<file path="src/pmse_pkg.sv">
// Shared constants and types for the PoE management serial and event logic
package pmse_pkg;
  localparam int NPORT = 4;
  localparam int CLK_MHZ = 100;
  localparam int TICK_US = 100;
  localparam int TICK_CYCLES_DEF = TICK_US * CLK_MHZ;
  localparam int TICKS_PER_MS = 1000 / TICK_US;
  localparam int STARTUP_MS = 60;
  localparam int STARTUP_SLACK_MS = 5;
  localparam int CUTOFF_MS = 60;
  localparam int RETRY_MS = 750;
  localparam int CUT_UP_STEP = 15;
  localparam int CNT_W = 14;
  localparam logic [CNT_W-1:0] STARTUP_TICKS = CNT_W'(STARTUP_MS * TICKS_PER_MS);
  localparam logic [CNT_W-1:0] STARTUP_TRIP = CNT_W'((STARTUP_MS - STARTUP_SLACK_MS) * TICKS_PER_MS);
  localparam logic [CNT_W-1:0] CUT_UP = CNT_W'(CUT_UP_STEP);
  localparam logic [CNT_W-1:0] CUT_DOWN = CNT_W'(1);
  localparam logic [CNT_W-1:0] CUT_LIMIT = CNT_W'(CUTOFF_MS * TICKS_PER_MS * CUT_UP_STEP);
  localparam logic [CNT_W-1:0] RETRY_TICKS = CNT_W'(RETRY_MS * TICKS_PER_MS);
  localparam logic [2:0] ADDR_HI = 3'h2;
  localparam logic [6:0] GLOBAL_ADDR = 7'h30;
  localparam logic [6:0] ARA_ADDR = 7'h0c;
  localparam logic [7:0] REG_INT_SUM = 8'h00;
  localparam logic [7:0] REG_EVT_MASK = 8'h01;
  localparam logic [7:0] REG_EVT_BASE = 8'h02;
  localparam logic [7:0] REG_STAT_BASE = 8'h06;
  localparam logic [7:0] REG_DEV_STAT = 8'h1d;
  localparam int EVT_PEN = 0;
  localparam int EVT_PGOOD = 1;
  localparam int EVT_DET = 2;
  localparam int EVT_CLS = 3;
  localparam int EVT_DISC = 4;
  localparam int EVT_TSTART = 5;
  localparam int EVT_TCUT = 6;
  localparam logic [7:0] EVT_IRQ_SEL = 8'h6f;
  localparam logic [7:0] MASK_RESET = 8'h6b;
  localparam int SUM_DEV = 4;
  localparam int SUM_UV = 5;
  localparam int SUM_TEMP = 6;
  localparam int DEV_UV = 5;
  localparam int DEV_TEMP = 6;
  localparam int ST_PGOOD = 0;
  localparam int ST_PEN = 1;
  localparam int ST_CLS_LSB = 2;
  localparam int ST_DET_LSB = 5;
  localparam logic [2:0] RESULT_UNKNOWN = 3'h0;
  typedef enum logic [1:0] {PMSE_OFF, PMSE_STARTUP, PMSE_ON, PMSE_BACKOFF} pmse_port_e;
  typedef enum logic [2:0] {PMSE_IDLE, PMSE_RX, PMSE_ACK, PMSE_TX, PMSE_TXACK} pmse_i2c_e;
endpackage : pmse_pkg

</file>
<file path="src/pmse_byte_if.sv">
// Byte-level link between the serial slave and the register core
`timescale 1ns/10ps
`default_nettype none
interface pmse_byte_if;
  logic rx_valid;
  logic rx_first;
  logic [7:0] rx_data;
  logic ack;
  logic tx_load;
  logic [7:0] tx_data;
  logic tx_arb;
  logic tx_done;
  logic tx_lost;
  logic stop;
  modport slave (output rx_valid, rx_first, rx_data, tx_load, tx_done, tx_lost, stop,
                 input ack, tx_data, tx_arb);
  modport core (input rx_valid, rx_first, rx_data, tx_load, tx_done, tx_lost, stop,
                output ack, tx_data, tx_arb);
endinterface : pmse_byte_if
`default_nettype wire

</file>
<file path="src/pmse_i2c_slave.sv">
// Two-wire bus slave: bit timing, acknowledge and arbitrated transmit
`timescale 1ns/10ps
`default_nettype none
module pmse_i2c_slave (
  input wire logic clk_i,
  input wire logic rst_i,
  input wire logic scl_i,
  input wire logic sda_i,
  output logic sda_oe_o,
  pmse_byte_if.slave bus
);
  import pmse_pkg::*;
  logic scl_s1, scl_s2, scl_d, sda_s1, sda_s2, sda_d;
  logic scl_rise, scl_fall, start_c, stop_c;
  pmse_i2c_e st_reg, st_next;
  logic [7:0] sh_reg, sh_next;
  logic [3:0] cnt_reg, cnt_next;
  logic first_reg, first_next, rd_reg, rd_next, mack_reg, mack_next, oe_next;

  always_ff @(posedge clk_i) begin
    scl_s1 <= scl_i;
    sda_s1 <= sda_i;
    scl_s2 <= scl_s1;
    sda_s2 <= sda_s1;
    scl_d <= scl_s2;
    sda_d <= sda_s2;
  end

  assign scl_rise = scl_s2 & ~scl_d;
  assign scl_fall = ~scl_s2 & scl_d;
  assign start_c = scl_s2 & scl_d & sda_d & ~sda_s2;
  assign stop_c = scl_s2 & scl_d & ~sda_d & sda_s2;

  always_comb begin
    st_next = st_reg;
    sh_next = sh_reg;
    cnt_next = cnt_reg;
    first_next = first_reg;
    rd_next = rd_reg;
    mack_next = mack_reg;
    oe_next = sda_oe_o;
    bus.rx_valid = 1'b0;
    bus.rx_first = first_reg;
    bus.rx_data = sh_reg;
    bus.tx_load = 1'b0;
    bus.tx_done = 1'b0;
    bus.tx_lost = 1'b0;
    bus.stop = stop_c;
    if (start_c) begin
      st_next = PMSE_RX;
      cnt_next = 4'h0;
      first_next = 1'b1;
      oe_next = 1'b0;
    end else if (stop_c) begin
      st_next = PMSE_IDLE;
      oe_next = 1'b0;
    end else begin
      unique case (st_reg)
        PMSE_IDLE: ;
        PMSE_RX: begin
          if (scl_rise) begin
            sh_next = {sh_reg[6:0], sda_s2};
            cnt_next = cnt_reg + 4'h1;
          end else if (scl_fall && cnt_reg == 4'h8) begin
            bus.rx_valid = 1'b1;
            rd_next = first_reg & sh_reg[0];
            // Ack is low data held through the ninth clock
            oe_next = bus.ack;
            st_next = bus.ack ? PMSE_ACK : PMSE_IDLE;
          end
        end
        PMSE_ACK: begin
          if (scl_fall) begin
            first_next = 1'b0;
            cnt_next = 4'h0;
            if (rd_reg) begin
              bus.tx_load = 1'b1;
              sh_next = bus.tx_data;
              oe_next = ~bus.tx_data[7];
              st_next = PMSE_TX;
            end else begin
              oe_next = 1'b0;
              st_next = PMSE_RX;
            end
          end
        end
        PMSE_TX: begin
          if (scl_rise) begin
            if (bus.tx_arb && sda_s2 != sh_reg[7]) begin
              // Lost: float the line at once
              oe_next = 1'b0;
              bus.tx_done = 1'b1;
              bus.tx_lost = 1'b1;
              st_next = PMSE_IDLE;
            end else begin
              cnt_next = cnt_reg + 4'h1;
            end
          end else if (scl_fall) begin
            if (cnt_reg == 4'h8) begin
              oe_next = 1'b0;
              bus.tx_done = 1'b1;
              st_next = PMSE_TXACK;
            end else begin
              sh_next = {sh_reg[6:0], 1'b0};
              oe_next = ~sh_reg[6];
            end
          end
        end
        PMSE_TXACK: begin
          if (scl_rise) begin
            mack_next = ~sda_s2;
          end else if (scl_fall) begin
            cnt_next = 4'h0;
            if (mack_reg) begin
              bus.tx_load = 1'b1;
              sh_next = bus.tx_data;
              oe_next = ~bus.tx_data[7];
              st_next = PMSE_TX;
            end else begin
              st_next = PMSE_IDLE;
            end
          end
        end
      endcase
    end
  end

  always_ff @(posedge clk_i) begin
    if (rst_i) begin
      st_reg <= PMSE_IDLE;
      sh_reg <= 8'h00;
      cnt_reg <= 4'h0;
      first_reg <= 1'b0;
      rd_reg <= 1'b0;
      mack_reg <= 1'b0;
      sda_oe_o <= 1'b0;
    end else begin
      st_reg <= st_next;
      sh_reg <= sh_next;
      cnt_reg <= cnt_next;
      first_reg <= first_next;
      rd_reg <= rd_next;
      mack_reg <= mack_next;
      sda_oe_o <= oe_next;
    end
  end
endmodule : pmse_i2c_slave
`default_nettype wire

</file>
<file path="src/pmse_port.sv">
// One port: power sequencing, overload timing and event pulses
`timescale 1ns/10ps
`default_nettype none
module pmse_port #(
  parameter bit AUTO_START = 1'b1
) (
  input wire logic clk_i,
  input wire logic rst_i,
  input wire logic tick_i,
  input wire logic over_cur_i,
  input wire logic near_rail_i,
  input wire logic clamp_i,
  input wire logic disc_i,
  input wire logic supply_lost_i,
  input wire logic det_done_i,
  input wire logic [2:0] det_res_i,
  input wire logic cls_done_i,
  input wire logic [2:0] cls_res_i,
  input wire logic sig_good_i,
  output logic fet_on_o,
  output logic [7:0] ev_o,
  output logic [7:0] status_o
);
  import pmse_pkg::*;
  pmse_port_e st_reg, st_next;
  logic [CNT_W-1:0] tmr_reg, tmr_next, ovl_reg, ovl_next;
  logic [2:0] cls_reg, cls_next, det_reg, det_next;
  logic det_prev, cls_prev, det_edge, cls_edge, overload, off_c;
  logic [7:0] ev_next;

  assign det_edge = det_done_i & ~det_prev;
  assign cls_edge = cls_done_i & ~cls_prev;
  assign overload = over_cur_i | ~near_rail_i;

  always_comb begin
    st_next = st_reg;
    tmr_next = tmr_reg;
    ovl_next = ovl_reg;
    cls_next = cls_reg;
    det_next = det_reg;
    ev_next = 8'h00;
    off_c = 1'b0;
    if (det_edge) begin
      det_next = det_res_i;
      ev_next[EVT_DET] = 1'b1;
    end
    if (cls_edge) begin
      cls_next = cls_res_i;
      ev_next[EVT_CLS] = sig_good_i;
    end
    unique case (st_reg)
      PMSE_OFF: begin
        // Retry also needs a fresh good signature
        if (AUTO_START && cls_edge && sig_good_i) begin
          st_next = PMSE_STARTUP;
          tmr_next = '0;
          ovl_next = '0;
          ev_next[EVT_PEN] = 1'b1;
        end
      end
      PMSE_STARTUP: begin
        if (supply_lost_i) begin
          off_c = 1'b1;
        end else if (clamp_i) begin
          off_c = 1'b1;
          ev_next[EVT_TCUT] = 1'b1;
        end else if (tick_i) begin
          tmr_next = tmr_reg + CNT_W'(1);
          ovl_next = ovl_reg + CNT_W'(overload);
          if (tmr_next == STARTUP_TICKS) begin
            if (ovl_next >= STARTUP_TRIP) begin
              off_c = 1'b1;
              ev_next[EVT_TSTART] = 1'b1;
            end else begin
              st_next = PMSE_ON;
              ovl_next = '0;
              ev_next[EVT_PGOOD] = 1'b1;
            end
          end
        end
      end
      PMSE_ON: begin
        if (supply_lost_i) begin
          off_c = 1'b1;
        end else if (disc_i) begin
          off_c = 1'b1;
          ev_next[EVT_DISC] = 1'b1;
        end else if (clamp_i) begin
          off_c = 1'b1;
          ev_next[EVT_TCUT] = 1'b1;
        end else if (tick_i) begin
          // Up 15, down 1: duty under 1/16 drains to zero
          if (overload) begin
            ovl_next = ovl_reg + CUT_UP;
          end else if (ovl_reg != '0) begin
            ovl_next = ovl_reg - CUT_DOWN;
          end
          if (ovl_next > CUT_LIMIT) begin
            off_c = 1'b1;
            ev_next[EVT_TCUT] = 1'b1;
          end
        end
      end
      PMSE_BACKOFF: begin
        if (tick_i) begin
          tmr_next = tmr_reg + CNT_W'(1);
          if (tmr_reg > RETRY_TICKS) begin
            st_next = PMSE_OFF;
          end
        end
      end
    endcase
    if (off_c) begin
      st_next = supply_lost_i ? PMSE_OFF : PMSE_BACKOFF;
      tmr_next = '0;
      ovl_next = '0;
      cls_next = RESULT_UNKNOWN;
      det_next = RESULT_UNKNOWN;
    end
  end

  always_comb begin
    status_o = 8'h00;
    status_o[ST_PGOOD] = (st_reg == PMSE_ON) & near_rail_i;
    status_o[ST_PEN] = fet_on_o;
    status_o[ST_CLS_LSB +: 3] = cls_reg;
    status_o[ST_DET_LSB +: 3] = det_reg;
  end

  always_ff @(posedge clk_i) begin
    if (rst_i) begin
      st_reg <= PMSE_OFF;
      tmr_reg <= '0;
      ovl_reg <= '0;
      cls_reg <= RESULT_UNKNOWN;
      det_reg <= RESULT_UNKNOWN;
      det_prev <= 1'b0;
      cls_prev <= 1'b0;
      ev_o <= 8'h00;
      fet_on_o <= 1'b0;
    end else begin
      st_reg <= st_next;
      tmr_reg <= tmr_next;
      ovl_reg <= ovl_next;
      cls_reg <= cls_next;
      det_reg <= det_next;
      det_prev <= det_done_i;
      cls_prev <= cls_done_i;
      ev_o <= ev_next;
      fet_on_o <= (st_next == PMSE_STARTUP) | (st_next == PMSE_ON);
    end
  end
endmodule : pmse_port
`default_nettype wire

</file>
<file path="src/pmse_top.sv">
// Management top: bus registers, interrupt, strap capture, four ports
`timescale 1ns/10ps
`default_nettype none

// Summary of operation
// - Address byte bit zero selects read
// - Device acknowledges its own address and every later received byte
// - Master acknowledge sampled; STOP ends transfer
// - Address is 010 plus four straps
// - Broadcast address 0x30 also accepted
// - Straps with bit3 clear, bit1 set invalid
// - Straps captured once after power up
// - Ports start auto or shutdown by option
// - Alert read answers own address plus one
// - Match releases interrupt; mismatch floats data
// - No new interrupt until source cleared
// - Interrupt low while any summary bit set, until released by alert match
// - Port interrupt is masked event OR, disconnect event excluded
// - Supply or temperature change sets device bit
// - Event registers clear when read
// - Startup overload: overloaded 55 of 60ms
// - Cutoff: 15:1 integrator beyond 60ms trips
// - Overload is current or rail error
// - Auto retry after 750ms, good signature
// - Flags for class, detect, on, powered good
// - Disconnect flag only from disconnect sensing
// - Status: good, enabled, class, detect
// - Device status read clears change bits
module pmse_top #(
  parameter int unsigned TICK_CYCLES = pmse_pkg::TICK_CYCLES_DEF,
  parameter bit AUTO_START = 1'b1
) (
  input wire logic CORE_CLK_I,
  input wire logic SRST_I,
  input wire logic SCL_I,
  input wire logic SDA_I,
  output logic SDA_O,
  output logic SDA_OE_O,
  output logic INT_O,
  output logic INT_OE_O,
  input wire logic ADDR_STRAP_BIT0_I,
  input wire logic ADDR_STRAP_BIT1_I,
  input wire logic ADDR_STRAP_BIT2_I,
  input wire logic ADDR_STRAP_BIT3_I,
  input wire logic [pmse_pkg::NPORT-1:0] CUTOFF_LEVEL_EXCEEDED_I,
  input wire logic [pmse_pkg::NPORT-1:0] NEAR_RAIL_I,
  input wire logic [pmse_pkg::NPORT-1:0] CLAMP_TRIP_I,
  input wire logic [pmse_pkg::NPORT-1:0] DISCONNECT_SENSED_I,
  input wire logic [pmse_pkg::NPORT-1:0] DETECTION_CYCLE_DONE_I,
  input wire logic [3*pmse_pkg::NPORT-1:0] DETECT_RESULT_I,
  input wire logic [pmse_pkg::NPORT-1:0] VALID_SIGNATURE_CLASSIFIED_I,
  input wire logic [3*pmse_pkg::NPORT-1:0] CLASS_RESULT_I,
  input wire logic [pmse_pkg::NPORT-1:0] SIGNATURE_GOOD_I,
  input wire logic SUPPLY_LOST_I,
  input wire logic OVER_TEMP_I,
  input wire logic SUPPLY_UVLO_I,
  output logic [pmse_pkg::NPORT-1:0] PORT_ON_O
);
  import pmse_pkg::*;

  localparam int IN_W = 4 + 7 * NPORT + 6 * NPORT + 3;

  pmse_byte_if bus ();

  logic [IN_W-1:0] raw_in, in_s1, in_s2;
  logic [3:0] strap_s;
  logic [NPORT-1:0] ocur_s, rail_s, clamp_s, disc_s, det_s, cls_s, sig_s;
  logic [3*NPORT-1:0] detres_s, clsres_s;
  logic lost_s, temp_s, uv_s;

  logic [31:0] tick_cnt_reg, tick_cnt_next;
  logic tick_reg, tick_next;
  logic [3:0] strap_reg, strap_next;
  logic strap_taken_reg, strap_taken_next;

  logic sel_reg, sel_next, ara_reg, ara_next, pset_reg, pset_next;
  logic [7:0] ptr_reg, ptr_next, mask_reg, mask_next, rd_data;
  logic [1:0] evt_idx, stat_idx;
  logic [NPORT-1:0] port_clr, port_irq;
  logic dev_clr, ara_hit;
  logic [7:0] flags_reg [NPORT];
  logic [7:0] flags_next [NPORT];
  logic [7:0] ev [NPORT];
  logic [7:0] status [NPORT];

  logic temp_chg_reg, temp_chg_next, uv_chg_reg, uv_chg_next;
  logic temp_prev_reg, uv_prev_reg;
  logic rel_reg, rel_next, int_next;
  logic [7:0] summary;

  function automatic logic strap_ok(input logic [3:0] s);
    strap_ok = ~(s[1] & ~s[3]);
  endfunction : strap_ok

  function automatic logic addr_hit(input logic [6:0] a, input logic [3:0] s);
    addr_hit = (a == {ADDR_HI, s} && strap_ok(s)) || a == GLOBAL_ADDR;
  endfunction : addr_hit

  // Everything from the analog side crosses two flops first
  assign raw_in = {ADDR_STRAP_BIT3_I, ADDR_STRAP_BIT2_I, ADDR_STRAP_BIT1_I, ADDR_STRAP_BIT0_I,
                   CUTOFF_LEVEL_EXCEEDED_I, NEAR_RAIL_I, CLAMP_TRIP_I, DISCONNECT_SENSED_I,
                   DETECTION_CYCLE_DONE_I, VALID_SIGNATURE_CLASSIFIED_I, SIGNATURE_GOOD_I,
                   DETECT_RESULT_I, CLASS_RESULT_I, SUPPLY_LOST_I, OVER_TEMP_I, SUPPLY_UVLO_I};
  assign {strap_s, ocur_s, rail_s, clamp_s, disc_s, det_s, cls_s, sig_s,
          detres_s, clsres_s, lost_s, temp_s, uv_s} = in_s2;

  always_ff @(posedge CORE_CLK_I) begin
    in_s1 <= raw_in;
    in_s2 <= in_s1;
  end

  always_comb begin
    tick_next = 1'b0;
    tick_cnt_next = tick_cnt_reg + 32'h1;
    if (tick_cnt_reg >= TICK_CYCLES - 32'h1) begin
      tick_cnt_next = 32'h0;
      tick_next = 1'b1;
    end
    strap_next = strap_reg;
    strap_taken_next = 1'b1;
    // Caught once after reset release, never re-read
    if (!strap_taken_reg) begin
      strap_next = strap_s;
    end
  end

  always_ff @(posedge CORE_CLK_I) begin
    if (SRST_I) begin
      tick_cnt_reg <= 32'h0;
      tick_reg <= 1'b0;
      strap_reg <= 4'h0;
      strap_taken_reg <= 1'b0;
    end else begin
      tick_cnt_reg <= tick_cnt_next;
      tick_reg <= tick_next;
      strap_reg <= strap_next;
      strap_taken_reg <= strap_taken_next;
    end
  end

  pmse_i2c_slave u_slave (
    .clk_i(CORE_CLK_I),
    .rst_i(SRST_I),
    .scl_i(SCL_I),
    .sda_i(SDA_I),
    .sda_oe_o(SDA_OE_O),
    .bus(bus.slave)
  );

  for (genvar g = 0; g < NPORT; g++) begin : g_port
    pmse_port #(.AUTO_START(AUTO_START)) u_port (
      .clk_i(CORE_CLK_I),
      .rst_i(SRST_I),
      .tick_i(tick_reg),
      .over_cur_i(ocur_s[g]),
      .near_rail_i(rail_s[g]),
      .clamp_i(clamp_s[g]),
      .disc_i(disc_s[g]),
      .supply_lost_i(lost_s),
      .det_done_i(det_s[g]),
      .det_res_i(detres_s[3*g +: 3]),
      .cls_done_i(cls_s[g]),
      .cls_res_i(clsres_s[3*g +: 3]),
      .sig_good_i(sig_s[g]),
      .fet_on_o(PORT_ON_O[g]),
      .ev_o(ev[g]),
      .status_o(status[g])
    );
  end

  assign evt_idx = 2'(ptr_reg - REG_EVT_BASE);
  assign stat_idx = 2'(ptr_reg - REG_STAT_BASE);
  assign ara_hit = bus.rx_data[7:1] == ARA_ADDR && bus.rx_data[0] && INT_OE_O;

  always_comb begin
    rd_data = 8'h00;
    if (ptr_reg == REG_INT_SUM) begin
      rd_data = summary;
    end else if (ptr_reg == REG_EVT_MASK) begin
      rd_data = mask_reg;
    end else if (ptr_reg >= REG_EVT_BASE && ptr_reg < REG_STAT_BASE) begin
      rd_data = flags_reg[evt_idx];
    end else if (ptr_reg >= REG_STAT_BASE && ptr_reg < REG_STAT_BASE + 8'(NPORT)) begin
      rd_data = status[stat_idx];
    end else if (ptr_reg == REG_DEV_STAT) begin
      rd_data[DEV_TEMP] = temp_s;
      rd_data[DEV_UV] = uv_s;
    end
  end

  always_comb begin
    sel_next = sel_reg;
    ara_next = ara_reg;
    pset_next = pset_reg;
    ptr_next = ptr_reg;
    mask_next = mask_reg;
    port_clr = '0;
    dev_clr = 1'b0;
    bus.tx_data = 8'h00;
    bus.tx_arb = ara_reg;
    bus.ack = bus.rx_first ? (addr_hit(bus.rx_data[7:1], strap_reg) | ara_hit) : sel_reg;
    if (bus.rx_valid && bus.rx_first) begin
      sel_next = bus.ack;
      ara_next = ara_hit;
      pset_next = 1'b0;
    end else if (bus.rx_valid && sel_reg) begin
      // First data byte of a write sets the pointer
      if (!pset_reg) begin
        ptr_next = bus.rx_data;
        pset_next = 1'b1;
      end else begin
        if (ptr_reg == REG_EVT_MASK) begin
          mask_next = bus.rx_data;
        end
        ptr_next = ptr_reg + 8'h1;
      end
    end
    if (bus.tx_load) begin
      if (ara_reg) begin
        bus.tx_data = {ADDR_HI, strap_reg, 1'b1};
      end else begin
        bus.tx_data = rd_data;
        ptr_next = ptr_reg + 8'h1;
        if (ptr_reg >= REG_EVT_BASE && ptr_reg < REG_STAT_BASE) begin
          port_clr[evt_idx] = 1'b1;
        end
        dev_clr = ptr_reg == REG_DEV_STAT;
      end
    end
    if (bus.stop) begin
      sel_next = 1'b0;
      ara_next = 1'b0;
    end
  end

  always_comb begin
    for (int i = 0; i < NPORT; i++) begin
      // A new event in the clearing cycle survives
      flags_next[i] = (flags_reg[i] & ~{8{port_clr[i]}}) | ev[i];
      port_irq[i] = |(flags_reg[i] & mask_reg & EVT_IRQ_SEL);
    end
    temp_chg_next = (temp_chg_reg & ~dev_clr) | (temp_s ^ temp_prev_reg);
    uv_chg_next = (uv_chg_reg & ~dev_clr) | (uv_s ^ uv_prev_reg);
    summary = 8'h00;
    summary[NPORT-1:0] = port_irq;
    summary[SUM_TEMP] = temp_chg_reg;
    summary[SUM_UV] = uv_chg_reg;
    summary[SUM_DEV] = temp_chg_reg | uv_chg_reg;
    rel_next = rel_reg;
    if (bus.tx_done && ara_reg && !bus.tx_lost) begin
      rel_next = 1'b1;
    end
    // Held off until every pending source has been read away
    if (summary == 8'h00) begin
      rel_next = 1'b0;
    end
    int_next = (summary != 8'h00) & ~rel_next;
  end

  always_ff @(posedge CORE_CLK_I) begin
    if (SRST_I) begin
      sel_reg <= 1'b0;
      ara_reg <= 1'b0;
      pset_reg <= 1'b0;
      ptr_reg <= 8'h00;
      mask_reg <= MASK_RESET;
      for (int i = 0; i < NPORT; i++) begin
        flags_reg[i] <= 8'h00;
      end
      temp_chg_reg <= 1'b0;
      uv_chg_reg <= 1'b0;
      temp_prev_reg <= 1'b0;
      uv_prev_reg <= 1'b0;
      rel_reg <= 1'b0;
      INT_OE_O <= 1'b0;
      INT_O <= 1'b0;
      SDA_O <= 1'b0;
    end else begin
      sel_reg <= sel_next;
      ara_reg <= ara_next;
      pset_reg <= pset_next;
      ptr_reg <= ptr_next;
      mask_reg <= mask_next;
      for (int i = 0; i < NPORT; i++) begin
        flags_reg[i] <= flags_next[i];
      end
      temp_chg_reg <= temp_chg_next;
      uv_chg_reg <= uv_chg_next;
      temp_prev_reg <= temp_s;
      uv_prev_reg <= uv_s;
      rel_reg <= rel_next;
      INT_OE_O <= int_next;
      INT_O <= 1'b0;
      SDA_O <= 1'b0;
    end
  end
endmodule : pmse_top
`default_nettype wire

</file>
<file path="config.mk">
export PLATFORM = sky130hd
export DESIGN_NAME = pmse_top
export DESIGN_NICKNAME = d
export VERILOG_FILES = /design/src/pmse_pkg.sv /design/src/pmse_byte_if.sv /design/src/pmse_i2c_slave.sv /design/src/pmse_port.sv /design/src/pmse_top.sv
export SDC_FILE = /design/constraint.sdc
export NUM_CORES = 1
export LEC_CHECK = 0
export CELL_PAD_IN_SITES_DETAIL_PLACEMENT = 0
export CELL_PAD_IN_SITES_GLOBAL_PLACEMENT = 1
export CORE_ASPECT_RATIO = 1.4
export CORE_MARGIN = 5
export CORE_UTILIZATION = 51
export DETAILED_ROUTE_END_ITERATION = 7
export DONT_BUFFER_PORTS = 1
export PLACE_DENSITY = 0.94
export SLEW_MARGIN = 5
export SYNTH_ARGS = -nofsm -noshare
export SYNTH_HDL_FRONTEND = slang
export SYNTH_SLANG_ARGS = --single-unit
</file>
<file path="constraint.sdc">
create_clock -name CORE_CLK_I -period 5.8 [get_ports CORE_CLK_I]
set_clock_uncertainty 0.1 [all_clocks]
set_input_delay 1.45 -clock CORE_CLK_I [delete_from_list [all_inputs] [get_ports CORE_CLK_I]]
set_output_delay 1.45 -clock CORE_CLK_I [all_outputs]
set_load 0.1 [all_outputs]
</file>
==> results list <==
- The flow ran to the end, and the final reports show no timing, DRC or antenna violations.
- DP Area: 0.0220 mm2
- By area the synthesized netlist is led by sky130_fd_sc_hd__dfxtp_1 39%, sky130_fd_sc_hd__nor2_1 5.7%, sky130_fd_sc_hd__a21oi_1 4.4%.
- Number of distinct library cells after synthesis: 98
- Post-CTS Setup Repair Bufs: 0
* CTS tree: built
- Fmax: 0.220 GHz
- Adder-cell share of the synthesized area: 3.20%
- RSZ-0062 raised after global routing: no
* Worst Hold Endpoint: in_s2[11]
- The share of total power dissipated in combinational logic is 21.7%.
- Once the floorplan was initialized, standard cells occupied 51.7% of the core.
- The finished cells cover 0.0234 mm2.
- Count of filler cells inserted in the layout: 3948
- Critical path fanouts, max: 16
- In this run the remaining antenna-violating nets after routing total 0.
- Pin placement for this block handled 71 I/O pins.
- Of all cell types, the one taking the most synthesized area is sky130_fd_sc_hd__dfxtp_1.
- Sequential Power Share: 42.6%
- The number of antenna diodes in the final layout is 0.
* Clk buf depth: 3
- Total power: 7.76 mW
* Worst path top cell family by delay: compound AO/OA/AOI/OAI gates
- Peak supply drop: 0.294 mV
* Final Hold Viols: 0
- Internal power of the cells: 5.18 mW
- Count of flip-flops with a built-in enable after synthesis: 0
- Detailed placement ended at an HPWL of 42500 um.
* Crit-path cells: nor2b_1, inv_1, ha_1, ha_1, nand3_1, nor3b_1, and3_1, o221a_2, a2111oi_0, o31ai_1, a2bb2oi_2, buf_4, or2_1, nor2_1
* Launching point of the worst reg2reg path: in_s2[50]
* Clock-pin transition on the worst setup and hold timing paths: 0.06 ns
- The detailed router put a total of 24000 um of wire on met1.
- Met2 routed wirelength: 29300 um
- Of the cells placed in the final design, the portion with a size suffix greater than 1 is 6.21%.
- Number of H-tree levels: 2
- Number of buffers created by CTS: 41
* Worst max-slew margin expressed relative to the limit: 14.8%
* PnR worst setup slack: 1.25 ns
* WHS Path Cells: 0
- The synthesized design contains 422 register bits.
- The critical path contains buffers and inverters numbering 2 combined.
* Biggest registers after layout: in_s1 x59, in_s2 x59
- Critical Path RT: 6.13 ns
- CTS saw 422 sinks.
- After synthesis, the largest family of logic cells by area is simple AND/OR/NAND/NOR gates.
- Worst skew pair latency: 0.56 ns
- Die Span Y: 255 um
- The endpoint identified for the worst register-to-register timing path is g_port[3].u_port.ovl_reg[1].
- Post-synth ARST share: 0%
- Routed signal wires occupy layers up through met4.
- Sort of element at the start of the critical path: flop
- Cts-stage hold buffer count: 0
- Measured on the finished design, the core utilization comes to 55.3%.
- Routed length per placed instance: 18.8 um
* Number of nets in the finished design: 2696
- Largest net degree at the start of global routing: 118
- TNS Setup: 0 ns
- Of the total synthesized cell area, the portion taken by AND, OR, NAND and NOR gates is 25.9%.
* Synth Instances: 2683
- Clk Tree Root Cell: sky130_fd_sc_hd__clkbuf_16
- Cell type of the slowest stage on the worst timing path: sky130_fd_sc_hd__a2bb2oi_2
- The via count of the first global-routing pass was 18700.
* Avg Cell Area, Syn: 8.16 um2
- Area fraction in compound gates after synthesis: 20.1%
- Depth of the most critical reg-to-reg path: 14
* Sw Ratio: 33.2%
- The cell area that synthesis handed to floorplanning was 0.0219 mm2.
* Critical path's largest stage delay: 0.63 ns
- Actual transition at the worst max-transition pin: 1.27 ns
* Iter 0 DRT Violations: 1616
* Top cell type's share of synthesized area: 38.6%
* Average via count per standard cell: 6.28
- Port Buffer Count: 0
* Aggregate routed wire length: 59400 um
* Most used flip-flop cell after synthesis: sky130_fd_sc_hd__dfxtp_1
- During synthesis, Yosys emitted a total of 0 warnings.
- Placer Congestion: 0.957
- Counting stages on the worst path, the most repeated cell is sky130_fd_sc_hd__ha_1.
- Routed met3 length: 3150 um
* Minimum period implied by the final worst setup slack: 4.55 ns
- Summing the areas of all xor and xnor instances in the mapped netlist gives 3.12% of the synthesized area.
- The worst setup path is of the flop to flop kind.
- Count of vias placed by the detailed router: 19800
- Start point of the worst min-delay path: in_s1[11]
- Total power per unit cell area: 331 mW/mm2
- Number of max-slew violations in the final report: 0
- The finished layout holds 3154 standard cells, fillers aside.
- DIE AREA: 0.0472 mm2
- The tightest min-delay check is of the flop to flop type.
- The multi-input combinational cells in the finished layout cover a total of 0.0125 mm2.
- Detailed-route DRC error count: 0
- From synthesis to final layout, the design area changed by 6.96%.
* Tcrit/Tclk final: 78.4%
- Number of max-cap violations: 0
* Arrival time of data at the critical path endpoint: 4.88 ns
- For this design the total switching power over the nets is 2.57 mW.
- The number of antenna violations at the first check in global routing was 0.
- The first detailed-routing pass took 6 iterations.
* Fraction of synthesized area in multiplexers: 4.15%
- Storage element area: 0.00845 mm2
- Sequential fraction of the synthesis area: 38.6%
- Leak Pwr: 8.34 nW
* Die outline width: 185 um
* Congestion Overflow GR: 0
- Worst slack on hold paths: 0.225 ns
* Final setup vio count: 0
- Slack of the worst reg-to-reg path: 1.25 ns
* First-pass GRT wire length: 95800 um
* Total instance count after detailed placement: 3080
- Kind of end point of the critical path: flop
- The clock network is responsible for 35.7% of the overall power.
* PostCTS Resize Cnt: 0
- The region available for standard cell placement spans 0.0423 mm2.
* Core Rows: 89
- Setup slack at placement: 1.30 ns
- Total global routing track utilization: 24.4%
power groups by stage:
stage | Combinational, mW | Clock, mW | Sequential [mW]
6_report | 1.68 | 2.77 | 3.30
5_1_grt | 1.85 | 2.96 | 3.32
4_1_cts | 1.66 | 2.83 | 3.30
3_5_place_dp | 1.65 | 0 | 3.36
3_3_place_gp | 1.62 | 0 | 3.36
2_1_floorplan | 1.40 | 0 | 3.19
synthesized netlist by cell type (50+ instances only):
master and number:
sky130_fd_sc_hd__o21ai_0 140, sky130_fd_sc_hd__nand3_1 95, sky130_fd_sc_hd__dfxtp_1 422, sky130_fd_sc_hd__nor3_1 118
sky130_fd_sc_hd__nor2_1 331, sky130_fd_sc_hd__ha_1 56, sky130_fd_sc_hd__a21oi_1 193, sky130_fd_sc_hd__clkbuf_1 152
sky130_fd_sc_hd__nor4_1 50, sky130_fd_sc_hd__nand2_1 190, sky130_fd_sc_hd__inv_1 74
cells in the final DEF, fill, tap and decap left out, drive strengths merged, types with 38 or more instances in the layout:
cell    synthesis  final
nand2         190    190
a22oi          49     49
and3           49     49
o21ai         149    149
nor2          333    333
ha             56     56
nand3          95     95
clkbuf        152     54
nor4           55     55
nor2b          38     38
inv            74     77
xnor2          43     43
nor3          119    119
nand4          47     47
dfxtp         422    422
a21oi         197    197
mux2i          48     48
layer usage:
metal,vias up,GRT usage [%]
met1,9406,29.6
met3,168,3.28
met5,-,0
met2,670,42.4
li1,9549,-
met4,0,11.9
how the worst max path moves through the flow:
| stage | from | end | slack, ns | depth (start not counted) |
|---|---|---|---|---|
| floorplan | in_s2[48] | g_port[1].u_port.st_reg[0] | 2.23 | 14 |
| global placement | in_s2[49] | g_port[2].u_port.ovl_reg[4] | 1.37 | 14 |
| detailed placement | in_s2[49] | g_port[2].u_port.cls_reg[1] | 1.30 | 14 |
| CTS | in_s2[49] | g_port[2].u_port.cls_reg[1] | 1.28 | 14 |
| global route | in_s2[50] | g_port[3].u_port.ovl_reg[1] | 0.83 | 14 |
| finish | in_s2[50] | g_port[3].u_port.ovl_reg[1] | 1.25 | 14 |
cell type report:
class | instances | area share, %
flip-flops and latches | 422 | 36.1
inverters | 76 | 1.22
clock inverters | 20 | 0.983
well taps | 546 | 2.92
clock buffers | 54 | 5.03
repair buffers | 17 | 0.545
multi-input cells | 2019 | 53.2
cells by family (layout without fill, tap and decap cells):
| family | Yosys count | in the layout |
|---|---|---|
| buffers and inverters | 261 | 167 |
| adder cells (fa/ha/maj) | 56 | 56 |
| AND/OR/NAND/NOR | 1117 | 1117 |
| flip-flops | 422 | 422 |
| multiplexers | 71 | 71 |
| XOR/XNOR | 78 | 78 |
| AO/OA/AOI/OAI | 677 | 677 |
| other | 1 | 20 |
(Power assumes the default switching activity.)
